### src/smr_defs.vh
/*
 * Constants for the serial message recognizer: sizes, reset values and
 * timing figures. Included by smr_recognizer.v only.
 */
`ifndef SMR_DEFS_VH
`define SMR_DEFS_VH

// ----------------------------------------------------------------------
// Sizes
// ----------------------------------------------------------------------
`define SMR_VIEW_BYTES     12
`define SMR_PEND_BYTES     128
`define SMR_TERM_BYTES     8
`define SMR_TERM_DIGITS    16

// ----------------------------------------------------------------------
// Timing
// ----------------------------------------------------------------------
`define SMR_CLK_MHZ        40
`define SMR_TICK_US        1000
`define SMR_IDLE_MIN_MS    16'h000a
`define SMR_IDLE_OFF_MS    16'h0000

// ----------------------------------------------------------------------
// Reset values
// ----------------------------------------------------------------------
`define SMR_HOLD_RST_MS    8'h32

`endif

### src/smr_recognizer_unused_guard.v
/*
 * Holds no logic: the whole recognizer lives in smr_recognizer.v.
 * Assumes nothing of its surroundings.
 */

### src/smr_recognizer.v
/*
 * Serial message recognizer: frames received bytes into messages ended by
 * a terminator sequence or an idle gap, keeps last and transient views.
 * Assumes bytes arrive as one-cycle strobes synchronous to sys_clk_i and
 * that the control ports are static or pulsed by a management host.
 */
// Notes on behaviour
// - Idle gap expiry without terminator commits pending bytes as a message.
// - Idle gap in ms; zero disables it, nonzero below ten acts as ten.
// - Terminator match or idle gap expiry completes a message.
// - Last text view stays until next message or clear.
// - Text views hold at most twelve bytes.
// - Hex views give two ASCII hex digits per held byte.
// - Clear empties every held message view, unless a message commits in the same cycle.
// - Transient text, hex and digest load per message, cleared after hold time.
// - Hold time resets to fifty milliseconds.
// - Hold time is an eight-bit millisecond setting, 0 to 255.
// - Last view signals change only when content differs.
// - Transient view signals change on every message.
// - Each message fires the linked action number.
// - Terminator is up to eight bytes, given as sixteen hex digits.
// - Up to 128 unrecognized bytes are kept pending.
// - Recognition runs only while framing is on.
`timescale 1ns/1ps
`include "smr_defs.vh"

module smr_recognizer #(
  parameter TICK_CYCLES = `SMR_CLK_MHZ * `SMR_TICK_US
) (
  // Clock and reset
  input  wire         sys_clk_i,
  input  wire         rst_i,
  // Receive byte stream
  input  wire         rx_valid_i,
  input  wire [7:0]   rx_byte_i,
  // Configuration
  input  wire         framing_on_i,
  input  wire [15:0]  idle_gap_ms_i,
  input  wire [63:0]  message_terminator_bytes_i,
  input  wire [3:0]   terminator_len_i,
  input  wire         hold_time_wr_i,
  input  wire [7:0]   hold_time_data_i,
  input  wire [7:0]   linked_action_number_i,
  input  wire         clear_i,
  // Last message views
  output reg  [95:0]  last_message_text_o,
  output reg  [191:0] last_message_hexview_o,
  output reg  [3:0]   last_message_len_o,
  output reg          last_changed_o,
  // Transient views
  output reg  [95:0]  transient_message_text_o,
  output reg  [191:0] transient_message_hexview_o,
  output reg  [15:0]  transient_message_digest_o,
  output reg  [3:0]   transient_len_o,
  output reg          transient_changed_o,
  // Status and action
  output reg  [7:0]   transient_hold_time_o,
  output reg  [7:0]   pending_count_o,
  output reg          action_fire_o,
  output reg  [7:0]   action_number_o
);

  // --------------------------------------------------------------------
  // Functions
  // --------------------------------------------------------------------
  function [7:0] smr_hex_char;
    input [3:0] nib;
    begin
      if (nib < 4'ha)
        smr_hex_char = 8'h30 + {4'h0, nib};
      else
        smr_hex_char = 8'h37 + {4'h0, nib};
    end
  endfunction

  // Byte i of text sits at [8i+7:8i]; its two digits at [16i+15:16i]
  function [191:0] smr_hexview;
    input [95:0] txt;
    input [3:0]  len;
    integer k;
    begin
      smr_hexview = 192'h0;
      for (k = 0; k < `SMR_VIEW_BYTES; k = k + 1) begin
        if (k < len) begin
          smr_hexview[16*k+8 +: 8] = smr_hex_char(txt[8*k+4 +: 4]);
          smr_hexview[16*k   +: 8] = smr_hex_char(txt[8*k   +: 4]);
        end
      end
    end
  endfunction

  // Rotate-xor digest; cheap, not cryptographic
  function [15:0] smr_digest;
    input [95:0] txt;
    input [3:0]  len;
    integer k;
    begin
      smr_digest = {12'h000, len};
      for (k = 0; k < `SMR_VIEW_BYTES; k = k + 1) begin
        if (k < len)
          smr_digest = {smr_digest[10:0], smr_digest[15:11]}
                       ^ {8'h00, txt[8*k +: 8]};
      end
    end
  endfunction

  // --------------------------------------------------------------------
  // Millisecond tick
  // --------------------------------------------------------------------
  reg  [15:0] tick_cnt_r;
  reg         ms_tick_r;

  always @(posedge sys_clk_i or posedge rst_i) begin
    if (rst_i) begin
      tick_cnt_r <= 16'h0000;
      ms_tick_r  <= 1'b0;
    end else if (tick_cnt_r == TICK_CYCLES[15:0] - 16'h0001) begin
      tick_cnt_r <= 16'h0000;
      ms_tick_r  <= 1'b1;
    end else begin
      tick_cnt_r <= tick_cnt_r + 16'h0001;
      ms_tick_r  <= 1'b0;
    end
  end

  // --------------------------------------------------------------------
  // Pending store and terminator match
  // --------------------------------------------------------------------
  reg  [7:0]  pend_mem [0:`SMR_PEND_BYTES-1];
  reg  [63:0] hist_r;
  reg  [15:0] idle_ms_r;
  reg  [7:0]  hold_ms_r;
  reg         hold_run_r;

  wire        byte_in   = rx_valid_i & framing_on_i;
  wire [63:0] hist_nxt  = {hist_r[55:0], rx_byte_i};
  reg  [63:0] term_mask;
  reg  [8:0]  seen_cnt;
  reg         term_hit;
  reg  [15:0] idle_lim;
  reg         idle_hit;
  reg  [8:0]  msg_raw;
  reg  [3:0]  msg_len;
  reg  [95:0] msg_text;
  reg         commit;
  integer     i;

  always @* begin
    term_mask = 64'h0;
    for (i = 0; i < `SMR_TERM_BYTES; i = i + 1)
      if (i < terminator_len_i)
        term_mask[8*i +: 8] = 8'hff;
    seen_cnt = {1'b0, pending_count_o} + 9'h001;
    // Match only bytes of this message, on each arrival
    term_hit = byte_in && (terminator_len_i != 4'h0)
               && (terminator_len_i <= 4'h8)
               && (seen_cnt >= {5'h00, terminator_len_i})
               && ((hist_nxt & term_mask)
                   == (message_terminator_bytes_i & term_mask));
    // Below-minimum settings act as the minimum
    idle_lim = (idle_gap_ms_i < `SMR_IDLE_MIN_MS) ? `SMR_IDLE_MIN_MS
                                                  : idle_gap_ms_i;
    idle_hit = framing_on_i && !byte_in
               && (idle_gap_ms_i != `SMR_IDLE_OFF_MS)
               && (pending_count_o != 8'h00)
               && (idle_ms_r >= idle_lim);
    commit = term_hit | idle_hit;
    // Terminator bytes are stripped from the message
    msg_raw = term_hit ? seen_cnt - {5'h00, terminator_len_i}
                       : {1'b0, pending_count_o};
    if (msg_raw > `SMR_VIEW_BYTES)
      msg_len = 4'hc;
    else
      msg_len = msg_raw[3:0];
    msg_text = 96'h0;
    for (i = 0; i < `SMR_VIEW_BYTES; i = i + 1)
      if (i < msg_len)
        msg_text[8*i +: 8] = pend_mem[i];
  end

  always @(posedge sys_clk_i) begin
    if (byte_in && !term_hit && pending_count_o < `SMR_PEND_BYTES)
      pend_mem[pending_count_o[6:0]] <= rx_byte_i;
  end

  always @(posedge sys_clk_i or posedge rst_i) begin
    if (rst_i) begin
      pending_count_o <= 8'h00;
      hist_r          <= 64'h0;
      idle_ms_r       <= 16'h0000;
    end else if (commit) begin
      pending_count_o <= 8'h00;
      hist_r          <= 64'h0;
      idle_ms_r       <= 16'h0000;
    end else if (byte_in) begin
      hist_r    <= hist_nxt;
      idle_ms_r <= 16'h0000;
      // Full store drops further bytes
      if (pending_count_o < `SMR_PEND_BYTES)
        pending_count_o <= pending_count_o + 8'h01;
    end else if (ms_tick_r && pending_count_o != 8'h00
                 && idle_ms_r != 16'hffff) begin
      idle_ms_r <= idle_ms_r + 16'h0001;
    end
  end

  // --------------------------------------------------------------------
  // Hold time setting
  // --------------------------------------------------------------------
  always @(posedge sys_clk_i or posedge rst_i) begin
    if (rst_i)
      transient_hold_time_o <= `SMR_HOLD_RST_MS;
    else if (hold_time_wr_i)
      transient_hold_time_o <= hold_time_data_i;
  end

  // --------------------------------------------------------------------
  // Message views
  // --------------------------------------------------------------------
  wire last_differs = (msg_text != last_message_text_o)
                      || (msg_len != last_message_len_o);

  always @(posedge sys_clk_i or posedge rst_i) begin
    if (rst_i) begin
      last_message_text_o         <= 96'h0;
      last_message_hexview_o      <= 192'h0;
      last_message_len_o          <= 4'h0;
      last_changed_o              <= 1'b0;
      transient_message_text_o    <= 96'h0;
      transient_message_hexview_o <= 192'h0;
      transient_message_digest_o  <= 16'h0000;
      transient_len_o             <= 4'h0;
      transient_changed_o         <= 1'b0;
      hold_ms_r                   <= 8'h00;
      hold_run_r                  <= 1'b0;
      action_fire_o               <= 1'b0;
      action_number_o             <= 8'h00;
    end else begin
      last_changed_o      <= 1'b0;
      transient_changed_o <= 1'b0;
      action_fire_o       <= 1'b0;
      // A commit in the clear cycle wins over the clear
      if (commit) begin
        last_message_text_o    <= msg_text;
        last_message_hexview_o <= smr_hexview(msg_text, msg_len);
        last_message_len_o     <= msg_len;
        last_changed_o         <= last_differs;
        transient_message_text_o    <= msg_text;
        transient_message_hexview_o <= smr_hexview(msg_text, msg_len);
        transient_message_digest_o  <= smr_digest(msg_text, msg_len);
        transient_len_o             <= msg_len;
        transient_changed_o         <= 1'b1;
        hold_ms_r                   <= 8'h00;
        hold_run_r                  <= 1'b1;
        action_fire_o               <= 1'b1;
        action_number_o             <= linked_action_number_i;
      end else if (clear_i ||
                   (hold_run_r && hold_ms_r >= transient_hold_time_o)) begin
        // Clear empties both; hold expiry only the transient set
        if (clear_i) begin
          last_message_text_o    <= 96'h0;
          last_message_hexview_o <= 192'h0;
          last_message_len_o     <= 4'h0;
        end
        transient_message_text_o    <= 96'h0;
        transient_message_hexview_o <= 192'h0;
        transient_message_digest_o  <= 16'h0000;
        transient_len_o             <= 4'h0;
        hold_run_r                  <= 1'b0;
        hold_ms_r                   <= 8'h00;
      end else if (hold_run_r && ms_tick_r) begin
        hold_ms_r <= hold_ms_r + 8'h01;
      end
    end
  end

endmodule

### config.mk
export PLATFORM = sky130hd
export DESIGN_NAME = smr_recognizer
export DESIGN_NICKNAME = d
export VERILOG_FILES = /design/src/smr_recognizer_unused_guard.v /design/src/smr_recognizer.v
export VERILOG_INCLUDE_DIRS = /design/src
export SDC_FILE = /design/constraint.sdc
export NUM_CORES = 2
export LEC_CHECK = 0
export CORE_ASPECT_RATIO = 1.4
export CORE_MARGIN = 10
export CORE_UTILIZATION = 50
export CTS_BUF_LIST = sky130_fd_sc_hd__clkbuf_4 sky130_fd_sc_hd__clkbuf_8
export DETAILED_ROUTE_END_ITERATION = 10
export DONT_BUFFER_PORTS = 1
export RECOVER_POWER = 100
export SYNTH_ARGS = -nofsm -noshare
export SYNTH_HDL_FRONTEND = slang
export SYNTH_SLANG_ARGS = --single-unit
### constraint.sdc
create_clock -name sys_clk_i -period 71.5 [get_ports sys_clk_i]
set_clock_uncertainty 0.1 [all_clocks]
set_input_delay 10.725 -clock sys_clk_i [delete_from_list [all_inputs] [get_ports sys_clk_i]]
set_output_delay 10.725 -clock sys_clk_i [all_outputs]
set_load 0.05 [all_outputs]
==> impl_metrics.json <==
{
  "cellLeakagePower_nw": 20.21,
  "num_vias": 28520,
  "synth_top_area_share": 0.4553,
  "h-tree-depth": 3,
  "detail_route.vias_per_cell": 6.358,
  "cts_tree": "yes",
  "grt_pass1_vias": 28660,
  "power_frac_seq": 0.364,
  "drtIter0Drc": 2285,
  "antenna_left": 0,
  "worstHoldPathCells": 1,
  "holdPathEnd": "tick_cnt_r[0]",
  "ios": 741,
  "fp-row-count": 117,
  "setup_ws_ns": 46.59,
  "synth-seq-area-share": 0.5353,
  "cts_buffers": 114,
  "routed_wl_um": 140700,
  "pwr-share-clk": 0.299,
  "comb_power_share": 0.337,
  "netlist_instances": 3508,
  "pre_cts_ws_ns": 53.50,
  "rr_worst_depth": 17,
  "cts_setup_buffers": 0,
  "required_ns": 72.07,
  "fin_tns_setup_ns": 0,
  "io_buffers": 0,
  "start_kind": "primary input",
  "grt_max_degree": 164,
  "firstDrtPassIters": 5,
  "p_int_mw": 0.8111,
  "hp-class": "register to register",
  "endpoint_kind": "register",
  "synth_area_leaders": "dfrtp_1 46%, edfxtp_1 7.8%, a21o_1 5.3%",
  "place_inst": 4281,
  "peakVddDrop_mv": 0.01560,
  "grt_pass1_wl_um": 205400,
  "fin_hold_ws_ns": 0.3922,
  "cts_buffer_depth": 3,
  "hold_start": "tick_cnt_r[0]",
  "die_h_um": 341.8,
  "holdBufCountCts": 0,
  "p_sw_frac": 0.3773,
  "cts.reportedPaths.clkPinSlew_ns": 0.06,
  "violations": "max-capacitance violations, max-slew violations",
  "gp_congestion": 0.9551,
  "reg2reg_from": "pending_count_o[1]",
  "clock_latency_ns": 0.78,
  "reg2reg_to": "last_message_hexview_o[21]",
  "power.density_mw_per_mm2": 32.61,
  "avgSynthCellArea_um2": 10.54,
  "period_share": 0.3484,
  "syn-cell-area_mm2": 0.03699,
  "post_drt_wl_per_cell_um": 31.37,
  "ys_ff_latch": 772,
  "hold_viol_final": 0,
  "cts.sinks": 772,
  "root_buffer": "clkbuf_8",
  "dieArea_mm2": 0.08541,
  "grt_usage": 0.3189,
  "tightest_slew_ns": 8.468,
  "antenna_found_initial": 5,
  "path_max_fanout": 158,
  "min_period_ns": 24.91,
  "placed_area_mm2": 0.03759,
  "fin_nets": 3617,
  "finalPower_mw": 1.303,
  "ys_async_sr_fraction": 0.8756,
  "reg2reg_setup_slack_ns": 54.73,
  "final_util": 0.5469,
  "die_w_um": 249.9,
  "path_class": "primary input to register",
  "ys_types": 103,
  "core-area_mm2": 0.07305,
  "drcViolationCount": 0,
  "yosys.area.top_type": "dfrtp_1",
  "switching_power_mw": 0.4916,
  "cts_resized": 0,
  "final_layout_size_suffix_gt1_frac": 0.07904,
  "start_util": 0.5064,
  "slew_headroom": -4.646,
  "setup_viol": 0,
  "synth_ff_type": "dfrtp_1",
  "ys_warn_count": 0,
  "report.final.slew_viol_count": 1399,
  "design_area_mm2": 0.03995,
  "status": "finished, violations left",
  "dp_hpwl_um": 107100,
  "stdcell_count": 4485,
  "synth_edf_count": 96,
  "crit_arrival_ns": 25.48,
  "gr-total-overflow": 0,
  "fmax_mhz": 40.15,
  "rsz0062_at_grt": "false",
  "syn2layout_area_growth_pct": 8.006,
  "drv_cap": 18
}
==> worst max-delay path, stage by stage <==
cell	delay [ns]
nor4_1	0.25
and3_1	0.28
nand2_1	0.08
and2_0	0.17
ha_1	0.26
nand2b_1	0.14
a21o_1	0.17
a21o_1	0.16
a21o_1	0.16
a21o_1	0.16
a21o_1	0.17
a21o_1	0.17
a21o_1	0.17
a21o_1	0.17
a21o_1	0.16
a2111oi_0	0.37
o21a_1	0.18
o21a_1	0.42
clkbuf_1	1.56
inv_1	1.37
nor2_1	1.73
clkbuf_1	5.46
a22o_1	0.69
==> area by class of cell <==
class                           count  area [um2]
Tap cell                          952        1191
Inverter                           75       282.8
Clock buffer                      183        2293
Timing Repair Buffer               47       266.5
Clock inverter                     18       209.0
Fill cell                        6580       33100
Antenna cell                        3       7.507
Sequential cell                   772       19800
Multi-Input combinational cell   2435       15900
==> synth_stat cells (all sizes together), types with 8 or more instances <==
cell,number
and3,40
a21o,263
nor3,30
a32o,22
dfrtp,673
o21a,14
clkbuf,185
a22oi,17
o31ai,9
o32ai,25
inv,74
xnor2,165
ha,57
nor2,271
edfxtp,96
a31oi,26
nor2b,11
nor4b,8
a21oi,110
mux2,12
nand2,430
nor4bb,15
a2111oi,9
buf,88
nand3,56
o211ai,26
nand4,28
a211oi,12
a22o,220
nand2b,22
mux2i,30
nor4,25
xor2,113
and2,24
o221ai,9
o22ai,20
o21ai,164
==> routing by layer <==
layer | vias up | track usage | wire [um]
li1 | 12310 | - | -
met1 | 14730 | 0.3532 | 50080
met2 | 1217 | 0.5577 | 71960
met3 | 256 | 0.1045 | 12850
met4 | 2 | 0.1253 | 5789
met5 | - | 0 | 13
==> cell families (layout without fill, tap and decap cells) <==
family	after synthesis	count (layout)	synth area share
XOR/XNOR	280	280	0.06711
buffers and inverters	348	323	0.04110
AO/OA/AOI/OAI	1011	1011	0.2007
AND/OR/NAND/NOR	994	994	0.1220
flip-flops	772	772	0.5353
multiplexers	43	43	0.01350
other	1	51	0.0001014
adder cells (fa/ha/maj)	59	59	0.02009
==> state kept, by name, indices dropped and copies added (netlist names) <==
name,count
idle_ms_r,16
last_message_text_o,96
last_message_len_o,4
transient_len_o,4
hist_r,56
pending_count_o,8
transient_message_text_o,96
transient_message_digest_o,16
last_message_hexview_o,168
last_changed_o,1
tick_cnt_r,16
pend_mem,96
action_number_o,8
action_fire_o,1
hold_ms_r,8
hold_run_r,1
transient_message_hexview_o,168
ms_tick_r,1
transient_hold_time_o,8
==> power by group through the flow <==
stage               logic, mW  registers (mW)  clock network (mW)
global placement        0.429           0.482                   0
CTS                     0.433           0.474               0.396
floorplan               0.302           0.475                   0
global route            0.468           0.475               0.416
finish                  0.439           0.474               0.390
detailed placement      0.431           0.482                   0
==> placed cells by master, fill, tap and decap left out, types with 15 or more instances in the layout <==
cell and count:
buf_4 24, conb_1 48, nand4_1 28, clkbuf_1 23, o22ai_1 20, a32o_1 22, nand3_1 55, a31oi_1 26
clkbuf_8 147, nor3_1 27, dfrtp_1 673, clkbuf_4 36, nand2_1 429, a21o_1 263, nor2_1 268, a21oi_1 108
o32ai_1 25, a22o_1 220, edfxtp_1 96, a22oi_1 17, nor4_1 23, mux2i_1 25, xnor2_1 165, ha_1 57
xor2_1 113, o21ai_0 154, o211ai_1 25, nor4bb_1 15, nand2b_1 22, and3_1 40, inv_1 74
==> worst max path at each step <==
stage	from	end	slack, ns	cells after the start
6_report	idle_gap_ms_i[6]	last_message_hexview_o[21]	46.59	23
5_1_grt	rst_i	last_message_hexview_o[20]	43.83	4
4_1_cts	terminator_len_i[1]	last_changed_o	54.29	18
3_5_place_dp	terminator_len_i[1]	last_changed_o	53.50	18
3_3_place_gp	message_terminator_bytes_i[29]	last_changed_o	53.44	16
2_1_floorplan	rst_i	action_fire_o	41.73	1
Power figures use the tool's default switching activity.
